<file path="src/include/faeo_pkg.sv">
package faeo_pkg;

    // Converter geometry.
    localparam int NUM_COMP = 15;
    localparam int RESULT_W = 4;
    localparam int LEVEL_W_DEF = 8;
    localparam int TOP_BIT = 3;
    localparam int SYNC_STAGES = 3;

    // Largest true binary code, seen when no comparator is active.
    localparam logic [RESULT_W-1:0] CODE_FULL = 4'hF;

    // Reset values of the storage.
    localparam logic [RESULT_W-1:0] RESULT_RST = 4'h0;
    localparam logic [NUM_COMP-1:0] SAMPLE_RST = 15'h0000;

    // Timing of the strobe as seen from the 100 MHz logic clock.
    localparam int CLK_PERIOD_NS = 10;
    localparam int STROBE_MAX_MSPS = 25;
    localparam int STROBE_PERIOD_NS = 1000 / STROBE_MAX_MSPS;
    localparam int STROBE_PULSE_MIN_NS = 17;
    localparam int STROBE_PERIOD_CYC = (STROBE_PERIOD_NS + CLK_PERIOD_NS - 1) / CLK_PERIOD_NS;
    localparam int STROBE_PULSE_CYC = (STROBE_PULSE_MIN_NS + CLK_PERIOD_NS - 1) / CLK_PERIOD_NS;

    typedef logic [NUM_COMP-1:0] faeo_therm_t;
    typedef logic [RESULT_W-1:0] faeo_code_t;

    // Number of active comparators, 0 to 15.
    function automatic faeo_code_t faeo_count(input faeo_therm_t therm);
        faeo_code_t n;
        n = 4'h0;
        for (int k = 0; k < NUM_COMP; k++) begin
            n = n + faeo_code_t'(therm[k]);
        end
        return n;
    endfunction

    // True binary with the two active-low group inversions applied.
    function automatic faeo_code_t faeo_encode(input faeo_therm_t therm,
                                               input logic top_flip_n,
                                               input logic low_flip_n);
        faeo_code_t tb;
        tb = CODE_FULL - faeo_count(therm);
        return {tb[TOP_BIT] ^ ~top_flip_n, tb[TOP_BIT-1:0] ^ {TOP_BIT{~low_flip_n}}};
    endfunction

endpackage

</file>
<file path="src/include/faeo_sync_if.sv">
`timescale 1ns/1ps
interface faeo_sync_if #(
    parameter int W = 1
);
    logic [W-1:0] level;
    modport src (output level);
    modport dst (input level);
endinterface

</file>
<file path="src/hw/faeo_sync.sv">
`timescale 1ns/1ps
module faeo_sync #(
    parameter int W = 1
) (
    input wire logic clk,
    input wire logic sys_rst,
    input wire logic [W-1:0] pin_in,
    faeo_sync_if.src filt
);
    import faeo_pkg::*;

    logic [W-1:0] stage1;
    logic [W-1:0] stage2;
    logic [W-1:0] stage3;
    logic [W-1:0] held;
    wire [W-1:0] disagree;
    wire [W-1:0] next_held;

    if (W < 1) begin : g_bad_width
        $error("faeo_sync needs at least one bit");
    end

    // A bit moves only when the last two stages agree, so a single-cycle glitch is dropped.
    assign disagree = stage2 ^ stage3;
    assign next_held = (stage3 & ~disagree) | (held & disagree);
    assign filt.level = held;

    always_ff @(posedge clk) begin
        if (sys_rst) begin
            stage1 <= '0;
            stage2 <= '0;
            stage3 <= '0;
            held <= '0;
        end else begin
            stage1 <= pin_in;
            stage2 <= stage1;
            stage3 <= stage2;
            held <= next_held;
        end
    end

endmodule

</file>
<file path="src/hw/faeo_top.sv">
`timescale 1ns/1ps
module faeo_top #(
    parameter int LEVEL_W = faeo_pkg::LEVEL_W_DEF
) (
    input wire logic clk,
    input wire logic sys_rst,
    input wire logic [LEVEL_W-1:0] analog_input_level,
    input wire logic sample_strobe,
    input wire logic top_bit_flip_n,
    input wire logic low_bits_flip_n,
    output logic result_bit_top,
    output logic result_bit_second,
    output logic result_bit_third,
    output logic result_bit_bottom
);
    import faeo_pkg::*;

    if (LEVEL_W < RESULT_W || LEVEL_W > 16) begin : g_bad_width
        $error("faeo_top supports level widths from 4 to 16 bits");
    end
    if (STROBE_PERIOD_CYC < 2 * SYNC_STAGES - 2) begin : g_bad_rate
        $error("logic clock too slow for the strobe rate");
    end

    // Threshold of comparator k sits at (k+1)/16 of the digital level range.
    function automatic logic [LEVEL_W-1:0] threshold(input int k);
        return LEVEL_W'((k + 1) << (LEVEL_W - RESULT_W));
    endfunction

    faeo_sync_if #(.W(LEVEL_W)) level_if ();
    faeo_sync_if #(.W(3)) ctrl_if ();

    // The level bits are filtered one by one; a code caught mid-transition can
    // mix old and new bits, which can throw the sample off by as much as the whole range.
    faeo_sync #(.W(LEVEL_W)) u_level_sync (
        .clk(clk),
        .sys_rst(sys_rst),
        .pin_in(analog_input_level),
        .filt(level_if.src)
    );

    faeo_sync #(.W(3)) u_ctrl_sync (
        .clk(clk),
        .sys_rst(sys_rst),
        .pin_in({sample_strobe, top_bit_flip_n, low_bits_flip_n}),
        .filt(ctrl_if.src)
    );

    wire [LEVEL_W-1:0] level_now;
    wire strobe_level;
    wire top_n_now;
    wire low_n_now;
    wire strobe_edge;
    wire faeo_therm_t comp_now;
    faeo_code_t next_result;

    logic strobe_prev;
    logic primed;
    faeo_therm_t sampled;
    faeo_code_t result;

    assign level_now = level_if.level;
    assign strobe_level = ctrl_if.level[2];
    assign top_n_now = ctrl_if.level[1];
    assign low_n_now = ctrl_if.level[0];

    // Comparator array; a level above the top threshold turns all on, one at
    // or below the lowest turns all off, so out-of-range inputs saturate.
    for (genvar k = 0; k < NUM_COMP; k++) begin : g_comp
        assign comp_now[k] = level_now > threshold(k);
    end

    // Only rising edges count; the strobe is the sole timing reference.
    assign strobe_edge = strobe_level & ~strobe_prev;

    // Controls are sampled at the moment of the update; static levels are
    // assumed, so a change is honoured on the next update only.
    assign next_result = faeo_encode(sampled, top_n_now, low_n_now);

    always_ff @(posedge clk) begin
        if (sys_rst) begin
            strobe_prev <= 1'b0;
        end else begin
            strobe_prev <= strobe_level;
        end
    end

    always_ff @(posedge clk) begin
        if (sys_rst) begin
            sampled <= SAMPLE_RST;
            primed <= 1'b0;
        end else if (strobe_edge) begin
            sampled <= comp_now;
            primed <= 1'b1;
        end
    end

    // The first edge after reset has no earlier sample, so the word stays put.
    always_ff @(posedge clk) begin
        if (sys_rst) begin
            result <= RESULT_RST;
        end else if (strobe_edge && primed) begin
            result <= next_result;
        end
    end

    assign result_bit_top = result[3];
    assign result_bit_second = result[2];
    assign result_bit_third = result[1];
    assign result_bit_bottom = result[0];

    // Just above a threshold its comparator is on and the next one is still off.
    for (genvar k = 0; k < NUM_COMP - 1; k++) begin : g_comp_chk

    end
endmodule

</file>
<file path="config.mk">
export PLATFORM = sky130hd
export DESIGN_NAME = faeo_top
export DESIGN_NICKNAME = d
export VERILOG_FILES = /design/src/include/faeo_pkg.sv /design/src/include/faeo_sync_if.sv /design/src/hw/faeo_sync.sv /design/src/hw/faeo_top.sv
export SDC_FILE = /design/constraint.sdc
export NUM_CORES = 1
export LEC_CHECK = 0
export BUFFER_PORTS_ARGS = -buffer_cell sky130_fd_sc_hd__buf_2
export CAP_MARGIN = 20
export CORE_ASPECT_RATIO = 1.4
export CORE_UTILIZATION = 49
export DETAILED_ROUTE_END_ITERATION = 8
export GPL_TIMING_DRIVEN = 0
export PLACE_DENSITY = 0.67
export SETUP_SLACK_MARGIN = 0.05
export SLEW_MARGIN = 20
export SYNTH_ARGS = -nofsm -noshare
export SYNTH_HDL_FRONTEND = slang
export SYNTH_SLANG_ARGS = --single-unit
</file>
<file path="constraint.sdc">
create_clock -name clk -period 10.3 [get_ports clk]
set_input_delay 2.06 -clock clk [delete_from_list [all_inputs] [get_ports clk]]
set_output_delay 2.06 -clock clk [all_outputs]
set_load 0.1 [all_outputs]
</file>
* Word-level counts from Yosys, hierarchy flattened *
Cells that the tools add are included.
W data, S select, Z words.

word-level totals
  register bits after elaboration = 65
  input bits = 13
  output and inout bits = 4
  word-level logic and storage cells = 59

operators by class
  $add $sub $neg = 15
  order comparisons = 15
  bitwise gates (word level) = 16
  reduce and logical (&&, ||, !) cells = 1

operator list
  operator               count
  $gt A8 B8 Y1 const B   8
  $add A4 B1 Y4          11
  $gt A8 B7 Y1 const B   4
  $and A8 B8 Y8          2
  $gt A8 B6 Y1 const B   2
  $gt A8 B5 Y1 const B   1
  $not A8 Y8             1
  $or A8 B8 Y8           1
  $xor A8 B8 Y8          1
  $and A3 B3 Y3          2
  $xor A3 B3 Y3          2
  $add A3 B1 Y4          1
  $sub A4 B4 Y4 const A  1
  $add A2 B1 Y3          1
  $not A1 Y1             3
  $not A3 Y3             1
  $or A3 B3 Y3           1
  $add A1 B1 Y2          1
  $and A1 B1 Y1          1
  $logic_and A1 B1 Y1    1
  $xor A1 B1 Y1          1

* Depth between registers and ports, before layout *
Gate-level depths: netlist of run 1.

  word-level depth = 16
  gate-level depth with buffers = 16
  gate-level depth less buffers = 16

* Cells and area by module *
Synthesis of run 1 repeated with hierarchy kept, for this count alone.

second synthesis, totals
  cells, all modules = 260
  area, all modules = 2616.3 um^2

by module, submodules not included
  module                     instances  cells an instance  area each (um^2)  sequential area each (um^2)
  faeo_top                   1          146                1305.0            420.4
  faeo_sync at u_level_sync  1          83                 923.4             640.6
  faeo_sync at u_ctrl_sync   1          31                 387.9             240.2

* Worst setup path after synthesis of run 1 *
Ideal clock, no wire load.

  path kind = reg-to-reg
  start point = register sampled[1]
  end point = register result[3]
  library setup time = 128 ps
  data arrival time = 3701 ps
  data required time = 10172 ps
  slack = 6471 ps
  stages on the path, launching flop included = 17
  path buffers = 0
  period minus slack after synthesis = 3829 ps
  path through = dfxtp_1 inv_1 fa_1 inv_1 ha_1 inv_1 fa_1 inv_1 fa_1 fa_1 ha_1 inv_1 ha_1 nor2_1 xnor3_1 mux2i_1 nor2_1

on the way
  longest elaborated chain between the ends = 16

RTL lines
  element                       RTL line         source
  from (decl)                   faeo_top.sv:59   faeo_therm_t sampled;
  from (signal assigned)        faeo_top.sv:93   sampled <= comp_now;
  $add A1 B1 Y2                 faeo_pkg.sv:33   n = n + faeo_code_t'(therm[k]);
  $add A2 B1 Y3                 faeo_pkg.sv:33
  $add A3 B1 Y4                 faeo_pkg.sv:33
  $add A4 B1 Y4 (11 in series)  faeo_pkg.sv:33
  $sub A4 B4 Y4                 faeo_pkg.sv:43   tb = CODE_FULL - faeo_count(therm);
  $xor A1 B1 Y1                 faeo_pkg.sv:44   return {tb[TOP_BIT] ^ ~top_flip_n, tb[TOP_BIT-1:0] ^ {TOP_BIT{~low_flip_n}}};
  to (signal assigned)          faeo_top.sv:103  result <= next_result;
  to (decl)                     faeo_top.sv:60   faeo_code_t result;

Every way passes these cells.
A chain may end at the register's enable or synchronous reset.

* Worst setup path in the final report of run 1 *
  start point = register sampled[7]
  end point = register result[3]

on the way
  longest elaborated chain between the ends = 10

RTL lines
  element                      RTL line
  $add A4 B1 Y4 (8 in series)  faeo_pkg.sv:33
  $sub A4 B4 Y4                faeo_pkg.sv:43
  $xor A1 B1 Y1                faeo_pkg.sv:44

Every way passes these cells.

==> impl_metrics.tcl, run 1 <==
set metrics [dict create \
    outcome "completed" \
    final_layout_size_suffix_gt1_share_pct 12.3 \
    register_area_sq_mm 0.00130 \
    insertion_delay_ns 0.33 \
    finClkSkew_ns 0.00725 \
    ys_seq_area_share_pct 50.6 \
    p_leak_nw 1.22 \
    die_h_um 87.8 \
    finalCriticalPeriod_ns 4.05 \
    busiest_layer "met2" \
    critPathRequiredTime_ns 10.51 \
    yosys_warnings 0 \
    antenna_found_initial 0 \
    slew_viol_final 0 \
    max-vdd-ir-drop_mv 0.121 \
    grt_overflow_total 0 \
    clkSlewWorstSetupHoldPaths_ns 0.07 \
    rsz0062_at_grt "false" \
    crit_path_end_kind "flip-flop" \
    drt_wl_total_um 4140 \
    cp_max_fo 2 \
    hold_class "reg -> reg" \
    cp-start-kind "flip-flop" \
    use_met1_pct 18.9 \
    tns_ns 0 \
    die_width_um 63.3 \
    place_area_sq_mm 0.00273 \
    syn-mean-instance-area_sq_um 9.86 \
    yosysTopAreaCell "dfxtp_1" \
    ys_seq_elements 65 \
    final_common_cell "dfxtp_1" \
    boundaryPins 17 \
    cts_sinks 65 \
    grt_pass1_vias 1696 \
    met3_usage_pct 4.69 \
    yosys.cell_types.count 36 \
    grt_usage_pct 17.5 \
    ant_nets 0 \
    power_density_mw_per_mm2 169 \
    most-common-layout-cells "65 x dfxtp_1, 35 x nor2b_1, 26 x inv_1" \
    hold_viol_final 0 \
    numCtsBuffers 9 \
    grt_pass1_wl_um 7170 \
    root_buffer "clkbuf_8" \
    diodes 0 \
    rows 30 \
    multiInputGateArea_sq_mm 0.00111 \
    max_stage_delay_ns 0.48 \
    synth_top_area_share_pct 50.6 \
    slowest_stage "fa_1" \
    fmax_mhz 247 \
    finalSetupViolCount 0 \
    initial_utilization_pct 51.9 \
    max-slew-margin-rel_pct 65.1 \
    avgViaCountPerCell 4.79 \
    maxCapViolations 0 \
    cts_tree "built" \
    first_pass_iters 6 \
    cts_resized 0 \
    timing.final.crit_share_pct 39.3 \
    final_area_sq_mm 0.00294 \
    drt-initial-drc-count 43 \
    htree_num_levels 3 \
    hold_buffers 0 \
    netlist_area_sq_mm 0.00257 \
    cpMostUsedCell "fa_1" \
    cts_setup_buffers 0 \
    grt_max_degree 12 \
    routedWlPerCell_um 11.6 \
    core-area_sq_mm 0.00495 \
    use_met2_pct 30.3 \
    reg2reg_slack_ns 6.25 \
    synth_cells 261 \
    yosys-top-cells-area "dfxtp_1 51%, nor2b_1 8.5%, fa_1 6.2%, ha_1 5.3%, inv_1 3.8%" \
    final.fill_count 457 \
    cp_cell_sequence "fa_1 > ha_1 > inv_1 > fa_1 > inv_1 > fa_1 > fa_1 > ha_1 > inv_1 > ha_1 > nor2_1 > xnor3_1 > mux2i_1 > nor2_1" \
    path_class "reg -> reg" \
    syn_nets 293 \
    tightest_slew_ns 0.523 \
    nets 319 \
    gp_congestion 0.800 \
    clk_path_buf_depth 2 \
    numPortBuffers 15 \
    dr_total_vias 1707 \
    worstPathArrival_ns 4.26 \
    dp_hpwl_um 2990 \
    synthToLayoutAreaGrowth_pct 14.2 \
    route.detailed.drc 0 \
    die_area_sq_mm 0.00555 \
]
==> cell usage after synthesis, drive strengths merged <==
library cell / number
o22ai: 1
o32ai: 3
mux2i: 1
fa: 8
xor2: 1
o2111ai: 1
xnor2: 4
nor2b: 35
a22oi: 4
a21oi: 16
o211ai: 2
ha: 11
and3: 1
a31oi: 1
nand2b: 2
o21ai: 11
dfxtp: 65
clkbuf: 10
or4: 1
nand3b: 1
o31a: 1
and2: 1
nand2: 16
o21a: 2
inv: 26
a2bb2oi: 1
nor2: 17
xnor3: 1
buf: 5
a21o: 2
nor3: 1
a211oi: 6
or3: 3
==> kinds of logic (layout without fill, tap and decap cells) <==
kind of cell	count (synthesis)	in the layout	synth area share, %
mux	1	1	0.389
simple gates	78	78	16.0
buf+inv	41	72	6.37
fa+ha+maj	19	19	11.6
compound gates	51	51	12.5
flops	65	65	50.6
xor+xnor	6	6	2.58
==> metrics by stage <==
| stage | worst slack (ns) | power, mW | utilization, % | hold slack [ns] | cells |
|---|---|---|---|---|---|
| 2_1_floorplan | 6.47 | 0.272 | - | 0.414 | 261 |
| 3_3_place_gp | 6.33 | 0.276 | 55.1 | 0.417 | 340 |
| 3_5_place_dp | 6.25 | 0.277 | 55.1 | 0.424 | 340 |
| 4_1_cts | 6.22 | 0.505 | 59.3 | 0.443 | 356 |
| 5_1_grt | 6.09 | 0.517 | 59.3 | 0.457 | 356 |
| 6_report | 6.25 | 0.497 | 59.3 | 0.435 | 356 |
==> power breakdown <==
part / switching (mW) / internal (mW) / leakage, nW / total [mW]
Sequential: 0.00190 / 0.257 / 0.529 / 0.259
Clock: 0.0905 / 0.136 / 0.0995 / 0.226
Combinational: 0.00661 / 0.00559 / 0.594 / 0.0122
==> worst max-delay path: cells and delay by family, from the launching register on <==
kind	cells	cell delay [ns]
xor+xnor	1	0.31
fa+ha+maj	7	2.78
buf+inv	3	0.16
flops	1	0.33
mux	1	0.16
simple gates	2	0.21
==> routing by layer <==
layer	vias up	share of wire (%)
met3	6	3.2
met4	0	2.3
met2	27	50
met5	-	0
met1	771	45
li1	903	-
==> area by class of cell <==
type / count / share of cell area (%)
Clock buffer: 11 / 4.47
Multi-Input combinational cell: 155 / 37.7
Clock inverter: 5 / 2.72
Inverter: 26 / 3.32
Buffer: 15 / 2.26
Tap cell: 64 / 2.72
Sequential cell: 65 / 44.3
Timing Repair Buffer: 15 / 2.55
==> final timing paths <==
path | from | to | cells after the start
min reg2reg | u_ctrl_sync.stage1[0] | u_ctrl_sync.stage2[0] | 1
max | sampled[7] | result[3] | 14
min | u_ctrl_sync.stage1[0] | u_ctrl_sync.stage2[0] | 1
max reg2reg | sampled[7] | result[3] | 14
Power figures use the tool's default switching activity.
==> run 2: changes to the inputs <==
- ABC_AREA: default -> 1
- clock period: 10.3 -> 4.15 ns (I/O delays scaled with it)
==> impl_metrics.tcl, run 2 <==
set metrics [dict create \
    hold-path-cell-count 2 \
    fmax_mhz 263 \
    holdPathEnd "u_level_sync.stage2[5]" \
    regToRegStartpoint "sampled[1]" \
    grt_max_degree 12 \
    boundaryPins 17 \
    grt_overflow_total 0 \
    timing.final.crit_share_pct 91.6 \
    intPower_uw 960 \
    reg2reg_slack_ns 0.35 \
    first_pass_iters 4 \
    final_common_cell "inv_1" \
    cp-start-kind "flip-flop" \
    grt_pass1_vias 1925 \
    synth_cells 329 \
    ant_nets 0 \
    cts_tree "built" \
    insertion_delay_ns 0.34 \
    drt_wl_total_um 4600 \
    finalCriticalPeriod_ns 3.80 \
    htree_num_levels 3 \
    most-common-layout-cells "73 x inv_1, 65 x dfxtp_1, 49 x nor2_1" \
    crit_path_end_kind "flip-flop" \
    max-slew-margin-rel_pct 64.5 \
    yosys_most_used_dff "dfxtp_1" \
    p_comb_share_pct 2.8 \
    synthToLayoutAreaGrowth_pct 13.4 \
    numCtsBuffers 9 \
    post-route-util_pct 58.7 \
    pwr-share-clk_pct 44.4 \
    finClkSkew_ns 0.00688 \
    antenna_found_initial 0 \
    diodes 0 \
    clk_path_buf_depth 2 \
    routedWlPerCell_um 10.8 \
    yosys.cell_types.count 24 \
    clkSlewWorstSetupHoldPaths_ns 0.07 \
    max-vdd-ir-drop_mv 0.354 \
    path_class "reg -> reg" \
    grt_pass1_wl_um 7960 \
    die_area_sq_mm 0.00583 \
    async_flop_share_pct 0 \
    cts_sinks 65 \
    syn_nets 361 \
    p_sw_share_pct 21.0 \
    avgViaCountPerCell 4.70 \
    tns_ns 0 \
    rows 31 \
    hold_class "reg -> reg" \
    synth_top_area_share_pct 48.0 \
    p_seq_share_pct 52.8 \
    nets 387 \
    route.detailed.drc 0 \
    syn-mean-instance-area_sq_um 8.23 \
    yosysTopAreaCell "dfxtp_1" \
    dp_hpwl_um 3470 \
    die_h_um 90.0 \
    maxCapViolations 0 \
    drt-initial-drc-count 44 \
    worstPathArrival_ns 4.04 \
    gp_congestion 0.913 \
    yosys-top-cells-area "dfxtp_1 48%, inv_1 10%, nor2_1 6.8%, fa_1 5.9%, a21oi_1 5.2%" \
    p_sw_uw 256 \
    yosys-top-cells-count "73 x inv_1, 65 x dfxtp_1, 49 x nor2_1" \
    synth_edf_count 0 \
    grt_usage_pct 18.2 \
    final_layout_size_suffix_gt1_share_pct 13.1 \
    critPathRequiredTime_ns 4.38 \
    fin_cells 426 \
    core-area_sq_mm 0.00524 \
    netlist_area_sq_mm 0.00271 \
    fin_hold_ws_ns 0.403 \
    finalSetupViolCount 0 \
    initial_utilization_pct 51.7 \
    tightest_slew_ns 0.533 \
    dr_total_vias 2003 \
    hold_viol_final 0 \
    die_width_um 64.8 \
    ys_seq_elements 65 \
    place_ws_ns 0.302 \
    cts_setup_buffers 0 \
    cts_resized 0 \
    p_leak_nw 1.38 \
    hold_buffers 0 \
    hp-start "u_level_sync.stage1[5]" \
    power_density_mw_per_mm2 396 \
    synth.most_common_cell "inv_1" \
    final_area_sq_mm 0.00307 \
    slew_viol_final 0 \
    numPortBuffers 15 \
    total_power_mw 1.22 \
    r2r_end "result[3]" \
    root_buffer "clkbuf_8" \
    rr_worst_depth 18 \
    outcome "completed" \
    rsz0062_at_grt "false" \
    cp_max_fo 3 \
    yosys_warnings 0 \
    place_area_sq_mm 0.00287 \
    setup_ws_ns 0.347 \
    place_inst 410 \
    ys_seq_area_share_pct 48.0 \
]
[run 2: layout make-up]
| cell class | count | area [sq um] |
|---|---|---|
| Clock buffer | 12 | 155 |
| Inverter | 76 | 285 |
| Buffer | 10 | 51.3 |
| Clock inverter | 4 | 51.3 |
| Multi-Input combinational cell | 178 | 1070 |
| Sequential cell | 65 | 1300 |
| Fill cell | 535 | 2160 |
| Tap cell | 66 | 82.6 |
| Timing Repair Buffer | 15 | 75.1 |
[run 2: worst max path at each step]
| stage | startpoint | end | cells past startpoint |
|---|---|---|---|
| 6_report | sampled[1] | result[3] | 18 |
| 5_1_grt | sampled[2] | result[3] | 17 |
| 4_1_cts | sampled[1] | result[3] | 18 |
| 3_5_place_dp | sampled[4] | result[3] | 18 |
| 3_3_place_gp | sampled[4] | result[3] | 18 |
| 2_1_floorplan | sampled[1] | result[3] | 18 |
[run 2: power by group through the flow]
stage	Combinational (mW)	Clock (mW)	Sequential (mW)
floorplan	0.0228	0	0.655
global placement	0.0339	0	0.656
detailed placement	0.0348	0	0.656
CTS	0.0351	0.555	0.642
global route	0.0398	0.583	0.643
finish	0.0341	0.539	0.642
[run 2: kinds of logic after synthesis]
family | after synthesis | synth area share [%]
compound gates | 57 | 11.2
xor+xnor | 3 | 0.970
fa+ha+maj | 19 | 11.0
buf+inv | 86 | 12.4
flops | 65 | 48.0
simple gates | 99 | 16.4
[run 2: critical path, cell delays in order (launching register included)]
cell     delay [ns]
dfxtp_1        0.32
inv_1          0.05
fa_1           0.46
inv_1          0.07
ha_1           0.14
inv_1          0.05
fa_1           0.50
inv_1          0.06
fa_1           0.44
fa_1           0.47
ha_1           0.29
inv_1          0.04
ha_1           0.33
o21ai_0        0.17
nand2_1        0.09
inv_1          0.06
nand2_1        0.05
nand2_1        0.06
a21oi_1        0.05
[run 2: metal layers]
layer  vias to the layer above  track usage, %  part of all wire, %
met1                       913            18.2                   40
met5                         -               0                    0
li1                       1053               -                    -
met2                        28            33.2                   54
met4                         0            10.6                  2.5
met3                         9            4.19                  3.8
